[config.mk]
export PLATFORM = sky130hd
export DESIGN_NAME = pat_top
export DESIGN_NICKNAME = d
export VERILOG_FILES = /design/src/rtl/pat_pkg.sv /design/src/rtl/pat_sync.sv /design/src/rtl/pat_top.sv
export VERILOG_INCLUDE_DIRS = /design/src /design/src/rtl
export SDC_FILE = /design/constraint.sdc
export NUM_CORES = 1
export LEC_CHECK = 0
export BUFFER_PORTS_ARGS = -buffer_cell sky130_fd_sc_hd__buf_2
export CORE_ASPECT_RATIO = 1.1
export CORE_MARGIN = 1.5
export CORE_UTILIZATION = 50
export DETAILED_ROUTE_END_ITERATION = 6
export PLACE_DENSITY = 0.77
export SYNTH_ARGS = -nofsm -noshare
export SYNTH_HDL_FRONTEND = slang
export SYNTH_SLANG_ARGS = --single-unit
[constraint.sdc]
create_clock -name mclk -period 2.1 [get_ports mclk]
set_input_delay 0.42 -clock mclk [delete_from_list [all_inputs] [get_ports mclk]]
set_output_delay 0.42 -clock mclk [all_outputs]
set_load 0.005 [all_outputs]
[src/rtl/pat_params.svh]
// Purpose: Constants of the pulse accumulator timer port: offsets, bit positions, reset values, counts.
// Assumes: 8-bit register addresses, 16-bit data path on the register port.
// Notes: Included by the package, the synchronizer, the top module and the bench; definitions only.
`ifndef PAT_PARAMS_SVH
`define PAT_PARAMS_SVH

// Register offsets on the register port.
`define PAT_OFS_TIMER_COUNT   8'h84
`define PAT_OFS_SYS_CTRL      8'h86
`define PAT_OFS_PRESCALE      8'h8d
`define PAT_OFS_ACCUM_CTRL    8'ha0
`define PAT_OFS_ACCUM_FLAGS   8'ha1
`define PAT_OFS_ACCUM_COUNT   8'ha2
`define PAT_OFS_TEST_CTRL     8'had
`define PAT_OFS_PIN_DATA      8'hae
`define PAT_OFS_PIN_DIR       8'haf

// Timer system control bit positions.
`define PAT_BIT_TIMER_EN      7
`define PAT_BIT_DEBUG_FRZ     5
`define PAT_BIT_WAIT_FRZ      6
`define PAT_BIT_FAST_CLR      4

// Accumulator control bit positions.
`define PAT_BIT_ACC_EN        6
`define PAT_BIT_ACC_MODE      5
`define PAT_BIT_ACC_EDGE      4
`define PAT_BIT_CLK_SEL_HI    3
`define PAT_BIT_CLK_SEL_LO    2
`define PAT_BIT_OVF_IE        1
`define PAT_BIT_EDGE_IE       0

// Accumulator flag and test bit positions.
`define PAT_BIT_OVF_FLAG      1
`define PAT_BIT_EDGE_FLAG     0
`define PAT_BIT_CNT_BYP       1
`define PAT_BIT_ACC_BYP       0

// Pin carrying the accumulator input.
`define PAT_ACC_PIN           7

// Widths, reset values and counting constants.
`define PAT_ZERO8             8'h00
`define PAT_ZERO16            16'h0000
`define PAT_ONE8              8'h01
`define PAT_ONE16             16'h0001
`define PAT_ONES8             8'hff
`define PAT_ONES16            16'hffff
`define PAT_DIV64_LAST        6'h3f
`define PAT_PRE_ONE           6'h01
`define PAT_PRE_MAX_SEL       3'h5

`endif

[src/rtl/pat_pkg.sv]
// Purpose: Types of the pulse accumulator timer port.
// Assumes: Constants come from pat_params.svh.
// Notes: Holds the clock select encoding and the state record of each module.
`include "pat_params.svh"

package pat_pkg;

	// Counter clock source encoding of the two-bit select field.
	typedef enum logic [1:0]
	{
		PAT_CLK_PRESCALER = 2'h0,
		PAT_CLK_ACCUM     = 2'h1,
		PAT_CLK_ACCUM_256 = 2'h2,
		PAT_CLK_ACCUM_64K = 2'h3
	} pat_clk_sel_t;

	// Whole state of the top module.
	typedef struct packed
	{
		logic         timer_enable;
		logic         debug_freeze;
		logic         wait_freeze;
		logic         fast_flag_clear;
		logic [2:0]   prescale_sel;
		logic         accum_enable;
		logic         accum_mode_select;
		logic         accum_edge_select;
		pat_clk_sel_t clk_sel;
		logic         accum_overflow_irq_en;
		logic         accum_edge_irq_en;
		logic         accum_overflow_flag;
		logic         accum_edge_flag;
		logic [15:0]  accum_count;
		logic         counter_chain_bypass;
		logic         accum_chain_bypass;
		logic [7:0]   pin_latch;
		logic [7:0]   pin_dir;
		logic [15:0]  timer_count;
		logic [5:0]   prescale_count;
		logic         accum_in_prev;
		logic [15:0]  rdata;
	} pat_state_t;

	// Whole state of the input synchronizer.
	typedef struct packed
	{
		logic [7:0] stage1;
		logic [7:0] stage2;
	} pat_sync_state_t;

endpackage : pat_pkg

[src/rtl/pat_sync.sv]
// Purpose: Two-stage synchronizer for the eight timer port pins.
// Assumes: One clock, synchronous active-low reset.
// Notes: Only the second stage leaves this module.
`timescale 1ns/1ps
`default_nettype none
`include "pat_params.svh"

module pat_sync
(
	input  wire logic       mclk,
	input  wire logic       rstn,
	input  wire logic [7:0] pin_in,
	output logic      [7:0] pin_sync
);

	// Registered state and its next value.
	pat_pkg::pat_sync_state_t sync_reg;
	pat_pkg::pat_sync_state_t sync_next;

	////////////////////////////////////////////////////////////////////////////////
	// The first stage feeds only the second stage, so no logic sees a metastable level.
	always_comb
	begin
		sync_next        = sync_reg;
		sync_next.stage1 = pin_in;
		sync_next.stage2 = sync_reg.stage1;
	end

	// State register with synchronous reset.
	always_ff @(posedge mclk)
	begin
		if (!rstn)
		begin
			sync_reg <= '0;
		end
		else
		begin
			sync_reg <= sync_next;
		end
	end

	// Settled pin levels.
	assign pin_sync = sync_reg.stage2;

endmodule : pat_sync
`default_nettype wire

[src/rtl/pat_top.sv]
// Purpose: Pulse accumulator, timer counter clock choice, flags and timer port pins.
// Assumes: All inputs but pin_in synchronous to mclk; register reads answer one cycle after the strobe.
// Notes: Input capture and output compare channels live outside; the compare channels hand in their enables and levels.
//
// Chosen here: the plain strobed port.
`timescale 1ns/1ps
`default_nettype none
`include "pat_params.svh"

module pat_top
(
	input  wire logic        mclk,
	input  wire logic        rstn,
	input  wire logic [7:0]  addr,
	input  wire logic [15:0] wdata,
	input  wire logic        wr_strobe,
	input  wire logic        rd_strobe,
	output logic      [15:0] rdata,
	input  wire logic        special_mode_n,
	input  wire logic        stop_mode,
	input  wire logic        debug_mode,
	input  wire logic        wait_mode,
	input  wire logic [7:0]  compare_enable,
	input  wire logic [7:0]  compare_level,
	input  wire logic [7:0]  pin_in,
	output logic      [7:0]  pin_out,
	output logic      [7:0]  pin_oe,
	output logic             accum_overflow_irq,
	output logic             accum_edge_irq,
	output logic      [15:0] timer_count
);

	////////////////////////////////////////////////////////////////////////////////
	// Declarations.

	pat_pkg::pat_state_t st_reg;          // Registered state.
	pat_pkg::pat_state_t st_next;         // Next state.
	logic [7:0]          pin_sync;        // Synchronized pin levels.
	logic [7:0]          pin_read;        // Level seen by a data register read.
	logic                frozen;          // Freeze by stop, debug or wait.
	logic                timer_run;       // Timer section allowed to count.
	logic                accum_run;       // Accumulator section allowed to count.
	logic [5:0]          prescale_mask;   // Low prescaler bits that must be ones.
	logic                prescale_tick;   // Prescaler output pulse.
	logic                div64_tick;      // Module clock divided by 64.
	logic                accum_in;        // Synchronized accumulator input.
	logic                rise;            // Rising edge of the input.
	logic                fall;            // Falling edge of the input.
	logic                counted_edge;    // Edge counted in event mode.
	logic                trailing_edge;   // End of the gate in gated mode.
	logic                gate_open;       // Gate at its active level.
	logic                accum_clock;     // One accumulator count pulse.
	logic                accum_lo_wrap;   // Low byte rolls over.
	logic                accum_wrap;      // Whole accumulator rolls over.
	logic                counter_tick;    // Timer counter increment pulse.
	logic                count_access;    // Any access of the count register.
	logic                wr_hit_flags;    // Write to the flag register.

	////////////////////////////////////////////////////////////////////////////////
	// Pin synchronizer.

	pat_sync u_sync
	(
		.mclk     (mclk),
		.rstn     (rstn),
		.pin_in   (pin_in),
		.pin_sync (pin_sync)
	);

	////////////////////////////////////////////////////////////////////////////////
	// Pin drive: one slice per pin.

	genvar gi;
	generate
		for (gi = 0; gi < 8; gi = gi + 1)
		begin : g_pin
			assign pin_oe[gi]   = st_reg.pin_dir[gi] | compare_enable[gi];
			assign pin_out[gi]  = compare_enable[gi] ? compare_level[gi] : st_reg.pin_latch[gi];
			assign pin_read[gi] = pin_oe[gi] ? pin_out[gi] : pin_sync[gi];
		end
	endgenerate
	// is carried by pin_dir above: a one drives the pin, a zero leaves it an input unless its compare_enable bit is set.

	////////////////////////////////////////////////////////////////////////////////
	// Clock sources and events, all as one-cycle enables on mclk.
	always_comb
	begin
		frozen        = stop_mode | (debug_mode & st_reg.debug_freeze) | (wait_mode & st_reg.wait_freeze);
		timer_run     = st_reg.timer_enable & ~frozen;
		accum_run     = st_reg.accum_enable & ~frozen;
		// Reserved prescaler codes fall back to the largest factor.
		if (st_reg.prescale_sel > `PAT_PRE_MAX_SEL)
		begin
			prescale_mask = 6'((`PAT_PRE_ONE << `PAT_PRE_MAX_SEL) - `PAT_PRE_ONE);
		end
		else
		begin
			prescale_mask = 6'((`PAT_PRE_ONE << st_reg.prescale_sel) - `PAT_PRE_ONE);
		end
		prescale_tick = timer_run & ((st_reg.prescale_count & prescale_mask) == prescale_mask);
		div64_tick    = timer_run & (st_reg.prescale_count == `PAT_DIV64_LAST);
		accum_in      = pin_sync[`PAT_ACC_PIN];
		rise          = accum_in & ~st_reg.accum_in_prev;
		fall          = ~accum_in & st_reg.accum_in_prev;
		counted_edge  = st_reg.accum_edge_select ? rise : fall;
		// A low-active gate ends on the rising edge, a high-active one on the falling edge.
		gate_open     = st_reg.accum_edge_select ? ~accum_in : accum_in;
		trailing_edge = st_reg.accum_edge_select ? rise : fall;
		if (st_reg.accum_mode_select)
		begin
			accum_clock = accum_run & gate_open & (st_reg.accum_chain_bypass | div64_tick);
		end
		else
		begin
			accum_clock = accum_run & counted_edge;
		end
		accum_lo_wrap = accum_clock & (st_reg.accum_count[7:0] == `PAT_ONES8);
		accum_wrap    = accum_clock & (st_reg.accum_count == `PAT_ONES16);
		if (!st_reg.accum_enable)
		begin
			counter_tick = prescale_tick;
		end
		else
		begin
			case (st_reg.clk_sel)
				pat_pkg::PAT_CLK_PRESCALER : counter_tick = prescale_tick;
				pat_pkg::PAT_CLK_ACCUM     : counter_tick = accum_clock;
				pat_pkg::PAT_CLK_ACCUM_256 : counter_tick = accum_lo_wrap;
				pat_pkg::PAT_CLK_ACCUM_64K : counter_tick = accum_wrap;
				default                    : counter_tick = prescale_tick;
			endcase
		end
		if (st_reg.counter_chain_bypass)
		begin
			counter_tick = timer_run;
		end
		// The counter never moves while the timer section is stopped.
		counter_tick  = counter_tick & timer_run;
		count_access  = (wr_strobe | rd_strobe) & (addr == `PAT_OFS_ACCUM_COUNT);
		wr_hit_flags  = wr_strobe & (addr == `PAT_OFS_ACCUM_FLAGS);
	end

	////////////////////////////////////////////////////////////////////////////////
	// Next state: counters, flags, register writes and read data.
	always_comb
	begin
		st_next               = st_reg;
		st_next.accum_in_prev = accum_in;
		// The prescaler only advances while the timer section runs.
		if (timer_run)
		begin
			st_next.prescale_count = st_reg.prescale_count + `PAT_PRE_ONE;
		end
		// Timer counter, whole or as two free halves.
		if (counter_tick)
		begin
			if (st_reg.counter_chain_bypass)
			begin
				st_next.timer_count[15:8] = st_reg.timer_count[15:8] + `PAT_ONE8;
				st_next.timer_count[7:0]  = st_reg.timer_count[7:0] + `PAT_ONE8;
			end
			else
			begin
				st_next.timer_count = st_reg.timer_count + `PAT_ONE16;
			end
		end
		// Accumulator counter, whole or as two free halves.
		if (accum_clock)
		begin
			if (st_reg.accum_chain_bypass)
			begin
				st_next.accum_count[15:8] = st_reg.accum_count[15:8] + `PAT_ONE8;
				st_next.accum_count[7:0]  = st_reg.accum_count[7:0] + `PAT_ONE8;
			end
			else
			begin
				st_next.accum_count = st_reg.accum_count + `PAT_ONE16;
			end
		end

		// Register writes; a software load of the count beats a same-cycle increment.
		if (wr_strobe)
		begin
			case (addr)
				`PAT_OFS_SYS_CTRL :
				begin
					st_next.timer_enable    = wdata[`PAT_BIT_TIMER_EN];
					st_next.debug_freeze    = wdata[`PAT_BIT_DEBUG_FRZ];
					st_next.wait_freeze     = wdata[`PAT_BIT_WAIT_FRZ];
					st_next.fast_flag_clear = wdata[`PAT_BIT_FAST_CLR];
				end
				`PAT_OFS_PRESCALE :
				begin
					st_next.prescale_sel = wdata[2:0];
				end
				`PAT_OFS_ACCUM_CTRL :
				begin
					st_next.accum_enable          = wdata[`PAT_BIT_ACC_EN];
					st_next.accum_mode_select     = wdata[`PAT_BIT_ACC_MODE];
					st_next.accum_edge_select     = wdata[`PAT_BIT_ACC_EDGE];
					st_next.clk_sel               = pat_pkg::pat_clk_sel_t'(
						{wdata[`PAT_BIT_CLK_SEL_HI], wdata[`PAT_BIT_CLK_SEL_LO]});
					st_next.accum_overflow_irq_en = wdata[`PAT_BIT_OVF_IE];
					st_next.accum_edge_irq_en     = wdata[`PAT_BIT_EDGE_IE];
				end
				`PAT_OFS_ACCUM_COUNT :
				begin
					st_next.accum_count = wdata;
				end
				`PAT_OFS_TEST_CTRL :
				begin
					if (!special_mode_n)
					begin
						st_next.counter_chain_bypass = wdata[`PAT_BIT_CNT_BYP];
						st_next.accum_chain_bypass   = wdata[`PAT_BIT_ACC_BYP];
					end
				end
				`PAT_OFS_PIN_DATA :
				begin
					st_next.pin_latch = wdata[7:0];
				end
				`PAT_OFS_PIN_DIR :
				begin
					st_next.pin_dir = wdata[7:0];
				end
				default :
				begin
					// Other addresses, read-only ones included, take no write here; flag register writes clear flags below.
					st_next.pin_dir = st_reg.pin_dir;
				end
			endcase
		end

		// Flag clearing first, so that a same-cycle event below wins.
		if (wr_hit_flags)
		begin
			if (wdata[`PAT_BIT_OVF_FLAG])
			begin
				st_next.accum_overflow_flag = 1'b0;
			end
			if (wdata[`PAT_BIT_EDGE_FLAG])
			begin
				st_next.accum_edge_flag = 1'b0;
			end
		end
		if (count_access && st_reg.fast_flag_clear)
		begin
			st_next.accum_overflow_flag = 1'b0;
			st_next.accum_edge_flag     = 1'b0;
		end
		if (accum_wrap)
		begin
			st_next.accum_overflow_flag = 1'b1;
		end
		if (accum_run && (st_reg.accum_mode_select ? trailing_edge : counted_edge))
		begin
			st_next.accum_edge_flag = 1'b1;
		end

		// Read data, valid in the cycle after the strobe; unmapped addresses read zero.
		st_next.rdata = `PAT_ZERO16;
		if (rd_strobe)
		begin
			case (addr)
				`PAT_OFS_TIMER_COUNT :
				begin
					st_next.rdata = st_reg.timer_count;
				end
				`PAT_OFS_SYS_CTRL :
				begin
					st_next.rdata[`PAT_BIT_TIMER_EN]  = st_reg.timer_enable;
					st_next.rdata[`PAT_BIT_DEBUG_FRZ] = st_reg.debug_freeze;
					st_next.rdata[`PAT_BIT_WAIT_FRZ]  = st_reg.wait_freeze;
					st_next.rdata[`PAT_BIT_FAST_CLR]  = st_reg.fast_flag_clear;
				end
				`PAT_OFS_PRESCALE :
				begin
					st_next.rdata[2:0] = st_reg.prescale_sel;
				end
				`PAT_OFS_ACCUM_CTRL :
				begin
					st_next.rdata[`PAT_BIT_ACC_EN]     = st_reg.accum_enable;
					st_next.rdata[`PAT_BIT_ACC_MODE]   = st_reg.accum_mode_select;
					st_next.rdata[`PAT_BIT_ACC_EDGE]   = st_reg.accum_edge_select;
					st_next.rdata[`PAT_BIT_CLK_SEL_HI] = st_reg.clk_sel[1];
					st_next.rdata[`PAT_BIT_CLK_SEL_LO] = st_reg.clk_sel[0];
					st_next.rdata[`PAT_BIT_OVF_IE]     = st_reg.accum_overflow_irq_en;
					st_next.rdata[`PAT_BIT_EDGE_IE]    = st_reg.accum_edge_irq_en;
				end
				`PAT_OFS_ACCUM_FLAGS :
				begin
					st_next.rdata[`PAT_BIT_OVF_FLAG]  = st_reg.accum_overflow_flag;
					st_next.rdata[`PAT_BIT_EDGE_FLAG] = st_reg.accum_edge_flag;
				end
				`PAT_OFS_ACCUM_COUNT :
				begin
					st_next.rdata = st_reg.accum_count;
				end
				`PAT_OFS_TEST_CTRL :
				begin
					st_next.rdata[`PAT_BIT_CNT_BYP] = st_reg.counter_chain_bypass;
					st_next.rdata[`PAT_BIT_ACC_BYP] = st_reg.accum_chain_bypass;
				end
				`PAT_OFS_PIN_DATA :
				begin
					st_next.rdata[7:0] = pin_read;
				end
				`PAT_OFS_PIN_DIR :
				begin
					st_next.rdata[7:0] = st_reg.pin_dir;
				end
				default :
				begin
					st_next.rdata = `PAT_ZERO16;
				end
			endcase
		end
	end

	////////////////////////////////////////////////////////////////////////////////
	// State register; synchronous reset clears everything.
	always_ff @(posedge mclk)
	begin
		if (!rstn)
		begin
			st_reg <= '0;
		end
		else
		begin
			st_reg <= st_next;
		end
	end

	////////////////////////////////////////////////////////////////////////////////
	// Outputs.
	assign rdata              = st_reg.rdata;
	assign timer_count        = st_reg.timer_count;
	assign accum_overflow_irq = st_reg.accum_overflow_flag & st_reg.accum_overflow_irq_en;
	assign accum_edge_irq     = st_reg.accum_edge_flag & st_reg.accum_edge_irq_en;

endmodule : pat_top
`default_nettype wire

==> results of run 1 <==
power breakdown:
group | total (µW) | internal, µW | switching [µW] | leakage [µW]
Sequential | 2010 | 2000 | 5.61 | 0.000850
Combinational | 257 | 108 | 149 | 0.00171
Clock | 1340 | 629 | 712 | 0.000108
cells by family (layout without fill, tap and decap cells):
family / Yosys count / count (layout) / synth area share (%)
AO/OA/AOI/OAI: 155 / 157 / 18.93
buffers and inverters: 81 / 203 / 8.457
adder cells (fa/ha/maj): 5 / 5 / 1.198
multiplexers: 24 / 24 / 4.768
AND/OR/NAND/NOR: 239 / 239 / 23.05
XOR/XNOR: 20 / 20 / 3.354
flip-flops: 105 / 105 / 40.25
synthesized netlist by cell type, types with 5 or more instances:
library cell / instances / area share (%)
or3_1: 10 / 1.2
ha_1: 5 / 1.2
and2_1: 24 / 2.9
buf_4: 32 / 4.6
a22oi_1: 14 / 2.0
dfxtp_1: 105 / 40
a21oi_1: 58 / 5.6
o211ai_1: 6 / 0.86
nand2_1: 70 / 5.0
o31ai_1: 9 / 1.3
nand4_1: 14 / 1.7
mux2_2: 7 / 1.5
clkbuf_1: 26 / 1.9
nor2_1: 56 / 4.0
mux2i_1: 17 / 3.3
a211oi_1: 6 / 0.86
or4_1: 8 / 1.2
nor3_1: 6 / 0.58
nand3_1: 22 / 2.1
inv_1: 15 / 1.1
o21ai_0: 31 / 3.0
xor2_1: 16 / 2.7
layout make-up:
type / count / share of cell area (%)
Multi-Input combinational cell: 445 / 44.26
Sequential cell: 105 / 32.39
Timing Repair Buffer: 171 / 16.47
Tap cell: 140 / 2.694
Clock buffer: 12 / 2.386
Inverter: 16 / 0.9238
Clock inverter: 4 / 0.8661
worst reg2reg max path: cells and delay by family (launching register included):
kind,cells,cell delay (ns)
and+or+nand+nor,3,0.95
DFF,1,0.37
buffers and inverters,1,0.18
AOI/OAI and AO/OA,3,0.59
layer usage:
layer,track usage (%),wire length [µm],vias to the layer above
li1,-,-,2451
met1,34.68,6363,2473
met2,46.11,7634,234
met3,6.053,1205,52
met4,12.68,609,0
met5,0,0,-
worst paths after layout:
path / start / end / slack, ns / cells after the start
max reg2reg: st_reg[87] / timer_count[7] / -0.03 / 7
max: st_reg[87] / timer_count[7] / -0.03 / 7
min reg2reg: u_sync.sync_next[5] / u_sync.pin_sync[5] / 0.44 / 1
min: pin_in[7] / u_sync.sync_next[7] / 0.25 / 2
metrics by stage:
stage	hold WS [ns]	instance area, µm²
2_1_floorplan	0.4119	5228
3_3_place_gp	0.4138	6007
3_5_place_dp	0.4181	6007
4_1_cts	0.2368	6259
5_1_grt	0.2333	6501
6_report	0.2467	6501
what timing repair did:
action | 4_1_cts | 5_1_grt
pin swaps | 1 | 23
resized for setup | 7 | 34
endpoints found under the setup margin | 13 | 16
setup buffers | 1 | 4
gates cloned | 0 | 3
==> metrics.txt, run 1 <==
max reg flops 57; max_cap viols 0; crit end category flop; Max Freq between 400 and 500 MHz; most common cell after layout, fill and taps aside buf_2; CTS clk-pin slew, worst paths around 0.1 ns; Chip Width about 100 µm; CP bufs+invs 1; delay-heaviest family, CP simple AND/OR/NAND/NOR gates; worst vdd ir between 400 and 500 µV; Placer Congestion just under 1; pre-CTS setup slack -0.2247 ns; clk buf depth 2; pin count of the biggest net entering global routing 40; Starting Density a little over half; hold_buf cts 0; Synth async-reset ratio 0%; die area approximately 11000 µm²; io pins 106; CP Cell Sequence a221oi_4 > nand2_2 > nor4b_4 > buf_6 > a2bb2oi_4 > or4_4 > a21oi_2; ANT nets after route 0; RSZ-0062 raised after global routing yes; CP Max Fanout 4; CP Class flop to flop; Hold/Removal Path Class input port to flop; CORE AREA 10030 µm²; Clk Latency, worst-skew pair roughly 0.37 ns; period utilization 101.4%; Tot GR Track Use ~28%; cts bufs inserted 9; FF/Latch Area approximately 2100 µm²; cell count after synthesis between 600 and 700; Worst Path Required between 2 and 2.5 ns; Worst-Margin Slew about 0.56 ns; CTS tree done; H-tree Lvls 3; P_leak 0.002670 µW; DRC Markers 0; setup TNS -0.04076 ns; Cells after DPL around 870; Top FF cell, synth dfxtp_1; vias after detailed routing around 5200; crit path max-delay cell type or4_4; total grt overflow 0; first-pass GRT wire length roughly 24000 µm; CP Data Arrival Time about 2.4 ns; syn avg cell area ~8.3 µm²; Clock Root Buffer clkbuf_8; final hold violations 0; Seq/Total Area, Yosys 40.25%; post-DP HPWL roughly 11000 µm; final wirelength roughly 16000 µm; Post-synth EDFFs 0; fillers between 800 and 900; fin worst setup slack -0.03043 ns; commonest non-fill, non-tap cells in the layout buf_2 (106), dfxtp_1 (104), nand2_1 (69); Inserted Diodes 0; Post-Syn Area between 5000 and 6000 µm²; Clock Skew around 0.014 ns; number of global-route vias before repair between 4000 and 5000; row count 38; area occupied by multi-input gates around 2900 µm²; PD cells ~560 nW/µm²; Non-Filler Instances around 890; vias per cell ~5.8; min Tclk post-route between 2 and 2.5 ns; Avg WL per Cell around 18 µm; Slowest Stage Delay on Critical Path about 0.52 ns; outcome finished with violations; Nets roughly 810; initial antenna violation count 0; Slew headroom around 63%; critical path launch point type flop; fraction of layout cells with a size suffix above 1 around 30%; Pwr Total around 3600 µW; DRT Pass-1 Iters 5; Iteration-0 DRC Markers around 510; Die H 110.2 µm; PortBufs about 110; fin. max-slew vios 0; final core utilization between 60% and 70%; Ys Warns 0; Syn Nets between 600 and 700; clk sinks 105; Synth-to-Final Area Change 24.48%; Yosys cell types 63; Yosys reg bits around 110; violated checks negative setup slack; setup violators final 3
Power figures use the tool's default switching activity.
==> inputs of run 2 (changes only) <==
--- a/config.mk
+++ b/config.mk
@@ -10,6 +10,7 @@
 export CORE_ASPECT_RATIO = 1.1
 export CORE_MARGIN = 1.5
 export CORE_UTILIZATION = 50
+export CTS_BUF_LIST = sky130_fd_sc_hd__clkbuf_8
 export DETAILED_ROUTE_END_ITERATION = 6
 export PLACE_DENSITY = 0.77
 export SYNTH_ARGS = -nofsm -noshare
==> constraint.sdc (replaced) <==
create_clock -name mclk -period 2.1 [get_ports mclk]
set_input_delay 0.105 -clock mclk [delete_from_list [all_inputs] [get_ports mclk]]
set_output_delay 0.105 -clock mclk [all_outputs]
set_load 0.005 [all_outputs]
==> run 2 against run 1 <==
The flow now finishes without violations. Critical path type unchanged. Combinational power hardly changed. Critical endpoint is now timer_count[6]. Via count down 0.79%. Largest cell class unchanged. Total power is 6.0% higher. Worst hold slack worse by 0.24 ns.
==> metrics.txt, run 2 (synthesized netlist as in run 1, its figures left out) <==
Cells after DPL 850; first-pass GRT wire length approximately 24000 µm; CTS tree done; WHS Path Cells 3; critical register-to-register path startpoint st_reg[78]; Inserted Diodes 0; CORE AREA around 10000 µm²; crit end category flop; crit path max-delay cell type dfxtp_1; CTS clk-pin slew, worst paths about 0.11 ns; met2 GRT Util 49.08%; Avg WL per Cell 17.89 µm; clk buf depth 2; Non-Filler Instances between 800 and 900; Tot GR Track Use between 20% and 30%; max reg flops 57; Max Freq roughly 480 MHz; PortBufs between 100 and 150; area occupied by multi-input gates roughly 3000 µm²; crit path from st_reg[78]; FF/Latch Area ~2100 µm²; fin. max-slew vios 0; CP Class flop to flop; Clk Latency, worst-skew pair 0.38 ns; vias after detailed routing about 5200; Synth-to-Final Area Change 25.37%; CP Max Fanout 7; Iteration-0 DRC Markers 554; ANT nets after route 0; final wirelength roughly 16000 µm; met3 Track Usage GR ~4.4%; cell repeated most along the worst path buf_6; Starting Density roughly 52%; fraction of layout cells with a size suffix above 1 a little under a third; io pins ~110; worst vdd ir around 440 µV; Clock Skew ~0.0099 ns; setup violators final 0; fin worst setup slack about 0.014 ns; max_cap viols 0; initial antenna violation count 0; PD cells 584.3 nW/µm²; CP Data Arrival Time 2.34 ns; min Tclk post-route 2.086 ns; met1 usage roughly 34%; post-DP HPWL roughly 11000 µm; Clock Root Buffer clkbuf_8; period utilization 99.33%; Slowest Stage Delay on Critical Path a little over 0.4 ns; final hold violations 0; CP Cell Sequence o21ai_1 > a41oi_2 > a2bb2oi_4 > buf_6 > buf_6 > o31ai_4 > a21oi_2; Worst Path Required 2.36 ns; GRT busiest layer met2; most common cell after layout, fill and taps aside buf_2; Hold/Removal Path Class input port to flop; outcome completed; Placer Congestion between 1 and 1.5; pin count of the biggest net entering global routing 44; P_leak between 0.002 and 0.003 µW; cts bufs inserted 9; DRC Markers 0; Nets approximately 800; Worst-Margin Slew about 0.57 ns; clk sinks around 110; Register-to-Register Path Depth 7; Slew headroom 61.74%; DRT Pass-1 Iters 5; critical path launch point type flop; Worst Min Path Start wdata[11]; Chip Width 100.4 µm; pre-CTS setup slack -0.08244 ns; vias per cell 5.841; RSZ-0062 raised after global routing yes; die area between 10000 and 15000 µm²; number of global-route vias before repair 4807; fillers slightly above 800; Die H between 100 and 150 µm; H-tree Lvls 3; commonest non-fill, non-tap cells in the layout buf_2 (105), dfxtp_1 (96), nand2_1 (69); total grt overflow 0; row count 38
[run 2: final cells by class]
class,count,area share [%]
clock inverters,7,1.892
clock buffers,9,1.892
multi-input cells,444,44.49
inverters,16,0.9173
well taps,140,2.675
repair buffers,164,15.86
flip-flops and latches,105,32.28
[run 2: metal layers]
layer,vias up,wire [µm]
li1,2432,-
met1,2448,6332
met2,244,7878
met3,45,1144
met4,0,476
met5,-,0
[run 2: where the power goes]
part | switching (µW) | internal (µW) | leakage, µW | total (µW)
combinational | 147 | 112 | 0.00169 | 259
clock | 748 | 807 | 0.000126 | 1550
sequential | 5.66 | 2010 | 0.000854 | 2010
[run 2: worst max-delay path: cells and delay by family, from the launching register on]
family,cells,cell delay (ns)
DFF,1,0.41
AOI/OAI and AO/OA,5,1.29
buffers and inverters,2,0.28
[run 2: metrics by stage]
step	hold WS [ns]	area, µm²	util (%)	total power [µW]	setup TNS (ns)
2_1_floorplan	0.2323	5223	-	2163	0
3_3_place_gp	0.3092	5874	58.56	2290	0
3_5_place_dp	0.3141	5874	58.56	2296	-0.1250
4_1_cts	0.002094	6357	63.37	3831	-0.1306
5_1_grt	0.01032	6548	65.27	3942	-0.5831
6_report	0.01158	6548	65.27	3826	0
[run 2: path summary, 6_finish.rpt]
path | to | slack [ns]
worst min register to register | u_sync.pin_sync[7] | 0.44
worst max-delay path | timer_count[6] | 0.01
worst min-delay path | st_reg[68] | 0.01
worst max register to register | timer_count[6] | 0.01
[run 2: timing repair]
item                                   4_1_cts  5_1_grt
gates resized for setup                     18       38
endpoints found under the hold margin        9        0
hold buffers                                 9        0
gates cloned                                 1        0
setup endpoints to repair                   12       19
setup buffers                                7        2
pin swaps                                   15       13
==> inputs of run 3 (changes only) <==
--- a/config.mk
+++ b/config.mk
@@ -8,11 +8,12 @@
 export LEC_CHECK = 0
 export BUFFER_PORTS_ARGS = -buffer_cell sky130_fd_sc_hd__buf_2
 export CORE_ASPECT_RATIO = 1.1
-export CORE_MARGIN = 1.5
+export CORE_MARGIN = 4
 export CORE_UTILIZATION = 50
 export CTS_BUF_LIST = sky130_fd_sc_hd__clkbuf_8
 export DETAILED_ROUTE_END_ITERATION = 6
 export PLACE_DENSITY = 0.77
+export REMOVE_ABC_BUFFERS = 1
 export SYNTH_ARGS = -nofsm -noshare
 export SYNTH_HDL_FRONTEND = slang
 export SYNTH_SLANG_ARGS = --single-unit
==> run 3 against run 2 <==
The run now ends with negative setup slack left. Utilization shrank 2.2 points. Register-to-register slack lost 0.05 ns. Clock power shrank 21%. Maximum frequency shrank 2.3%. Worst hold slack gained 0.011 ns. Via count shrank 0.89%. Cell count shrank 0.68%. Combinational power is essentially flat. Flip-flop and latch count is the same. Critical path type unchanged.
==> metrics.txt, run 3 (synthesized netlist as in run 1, its figures left out) <==
Worst-Margin Slew between 0.7 and 0.8 ns; row count 38; violated checks negative setup slack; CP bufs+invs 2; setup violators final 3; DRT Pass-1 Iters 5; DRC Markers 0; H-tree Lvls 3; clk sinks 105; io pins 106; Placer Congestion 0.9187; fin worst setup slack -0.03406 ns; Iteration-0 DRC Markers about 510; max_cap viols 0; cts bufs inserted 9; CTS clk-pin slew, worst paths roughly 0.11 ns; Inserted Diodes 0; vias per cell about 5.8; period utilization 101.6%; Worst Min Path Start wdata[3]; Slew headroom around 52%; critical register-to-register path startpoint st_reg[87]; WHS around 0.023 ns; Clk Latency, worst-skew pair between 0.3 and 0.4 ns; max reg flops 57; crit end category flop; final wirelength roughly 15000 µm; die area between 10000 and 15000 µm²; outcome finished with violations; CORE AREA between 10000 and 15000 µm²; critical path launch point type flop; fin. max-slew vios 0; Tot GR Track Use 25.02%; min Tclk post-route ~2.1 ns; CP Class flop to flop; Synth-to-Final Area Change 21.15%; switch share 25.69%; initial antenna violation count 0; number of global-route vias before repair around 5000; PD cells roughly 550 nW/µm²; setup TNS -0.05003 ns; Nets around 800; Die H ~120 µm; ANT nets after route 0; post-DP HPWL about 11000 µm; Chip Width around 110 µm; Hold/Removal Path Class input port to flop; CP Data Arrival Time about 2.5 ns; Slowest Stage Delay on Critical Path ~0.52 ns; Max Freq about 470 MHz; most common cell after layout, fill and taps aside buf_2; pin count of the biggest net entering global routing 33; total grt overflow 0; Pwr Total roughly 3500 µW; R2R setup slack -0.03 ns; final instance area between 6000 and 7000 µm²; fraction of layout cells with a size suffix above 1 about a quarter; final hold violations 0; Clock Root Buffer clkbuf_8; combinational share of power 7.4%; Cells after DPL 847; Clk pwr share approximately a third; Psw approximately 900 µW; Hold Path End st_reg[42]; CP Max Fanout 8; Non-Filler Instances approximately 880; worst vdd ir 343.7 µV; Worst Path Required 2.41 ns; delay-heaviest family, CP compound AO/OA/AOI/OAI gates; Reg-to-Reg End timer_count[7]; crit path max-delay cell type or4_1; CP Cell Sequence a221oi_4 > buf_6 > nand4_1 > o21ai_2 > a2bb2oi_2 > buf_12 > or4_1 > a21oi_2; first-pass GRT wire length 24240 µm; internal power 2600 µW; Avg WL per Cell between 15 and 20 µm; CTS tree done; PortBufs around 110; RSZ-0062 raised after global routing yes; Seq pwr share roughly 57%; WHS Path Cells 3; Post-DP Area about 6000 µm²; P_leak about 0.0026 µW; Register-to-Register Path Depth 8; clk buf depth 2; Starting Density 52.06%; commonest non-fill, non-tap cells in the layout buf_2 (105), dfxtp_1 (100), nand2_1 (69); vias after detailed routing a little over 5000; Clock Skew approximately 0.017 ns
## run 3: cell types whose count changed in the layout (fill, tap and decap cells not counted), moves of 4 or more
cell     before  now
a21oi_2       7    2
a21oi_1      50   56
buf_4        43   37
dfxtp_1      96  100
dfxtp_2       9    5
## run 3: through the flow
step	setup WS [ns]	utilization, %
floorplan	-0.2521	-
global placement	0.04687	58.33
detailed placement	-0.02602	58.33
CTS	0.004821	62.21
global route	-0.1227	63.07
finish	-0.03406	63.07
## run 3: how the worst max path moves through the flow
stage | end | slack, ns | start | cells after the start
after floorplan | timer_count[12] | -0.25 | st_reg[87] | 6
after global placement | timer_count[15] | 0.05 | st_reg[65] | 8
after detailed placement | timer_count[15] | -0.03 | st_reg[66] | 8
after CTS | timer_count[13] | 0.005 | st_reg[87] | 7
after global routing | timer_count[5] | -0.12 | st_reg[65] | 8
final | timer_count[7] | -0.03 | st_reg[87] | 8
## run 3: cell type report
cell class                 count  area, µm²
clock inverter                 6      50.05
sequential                   105       2108
inverter                      16      60.06
timing repair buffer         159       1040
clock buffer                  10      137.6
multi-input combinational    443       2756
fill                         821       3705
tap                          140      175.2
## run 3: what timing repair did
item,4_1_cts,5_1_grt
resized for setup,3,20
gates cloned,2,0
pin swaps,13,5
hold buffers,12,0
hold endpoints to repair,14,0
buffers inserted,1,1
setup endpoints to repair,7,14
## run 3: power by group through the flow
stage / clock network, µW / logic (µW) / registers (µW)
after global placement: 0 / 230 / 2060
after global routing: 1320 / 282 / 2010
after detailed placement: 0 / 236 / 2060
after floorplan: 0 / 87.2 / 2060
after CTS: 1240 / 255 / 2010
final: 1230 / 260 / 2010
## run 3: tightest hold or removal path, cell delays in order
cell	delay, ns
buf_2	0.14
nand2_1	0.06
a21oi_1	0.06
## run 3: metal layers
layer / GRT usage [%] / vias up / part of all wire, %
met1: 30.76 / 2438 / 42
met4: 11.37 / 0 / 3.0
met5: 0 / - / 0
met2: 42.98 / 231 / 48
li1: - / 2417 / -
met3: 4.380 / 37 / 7.3
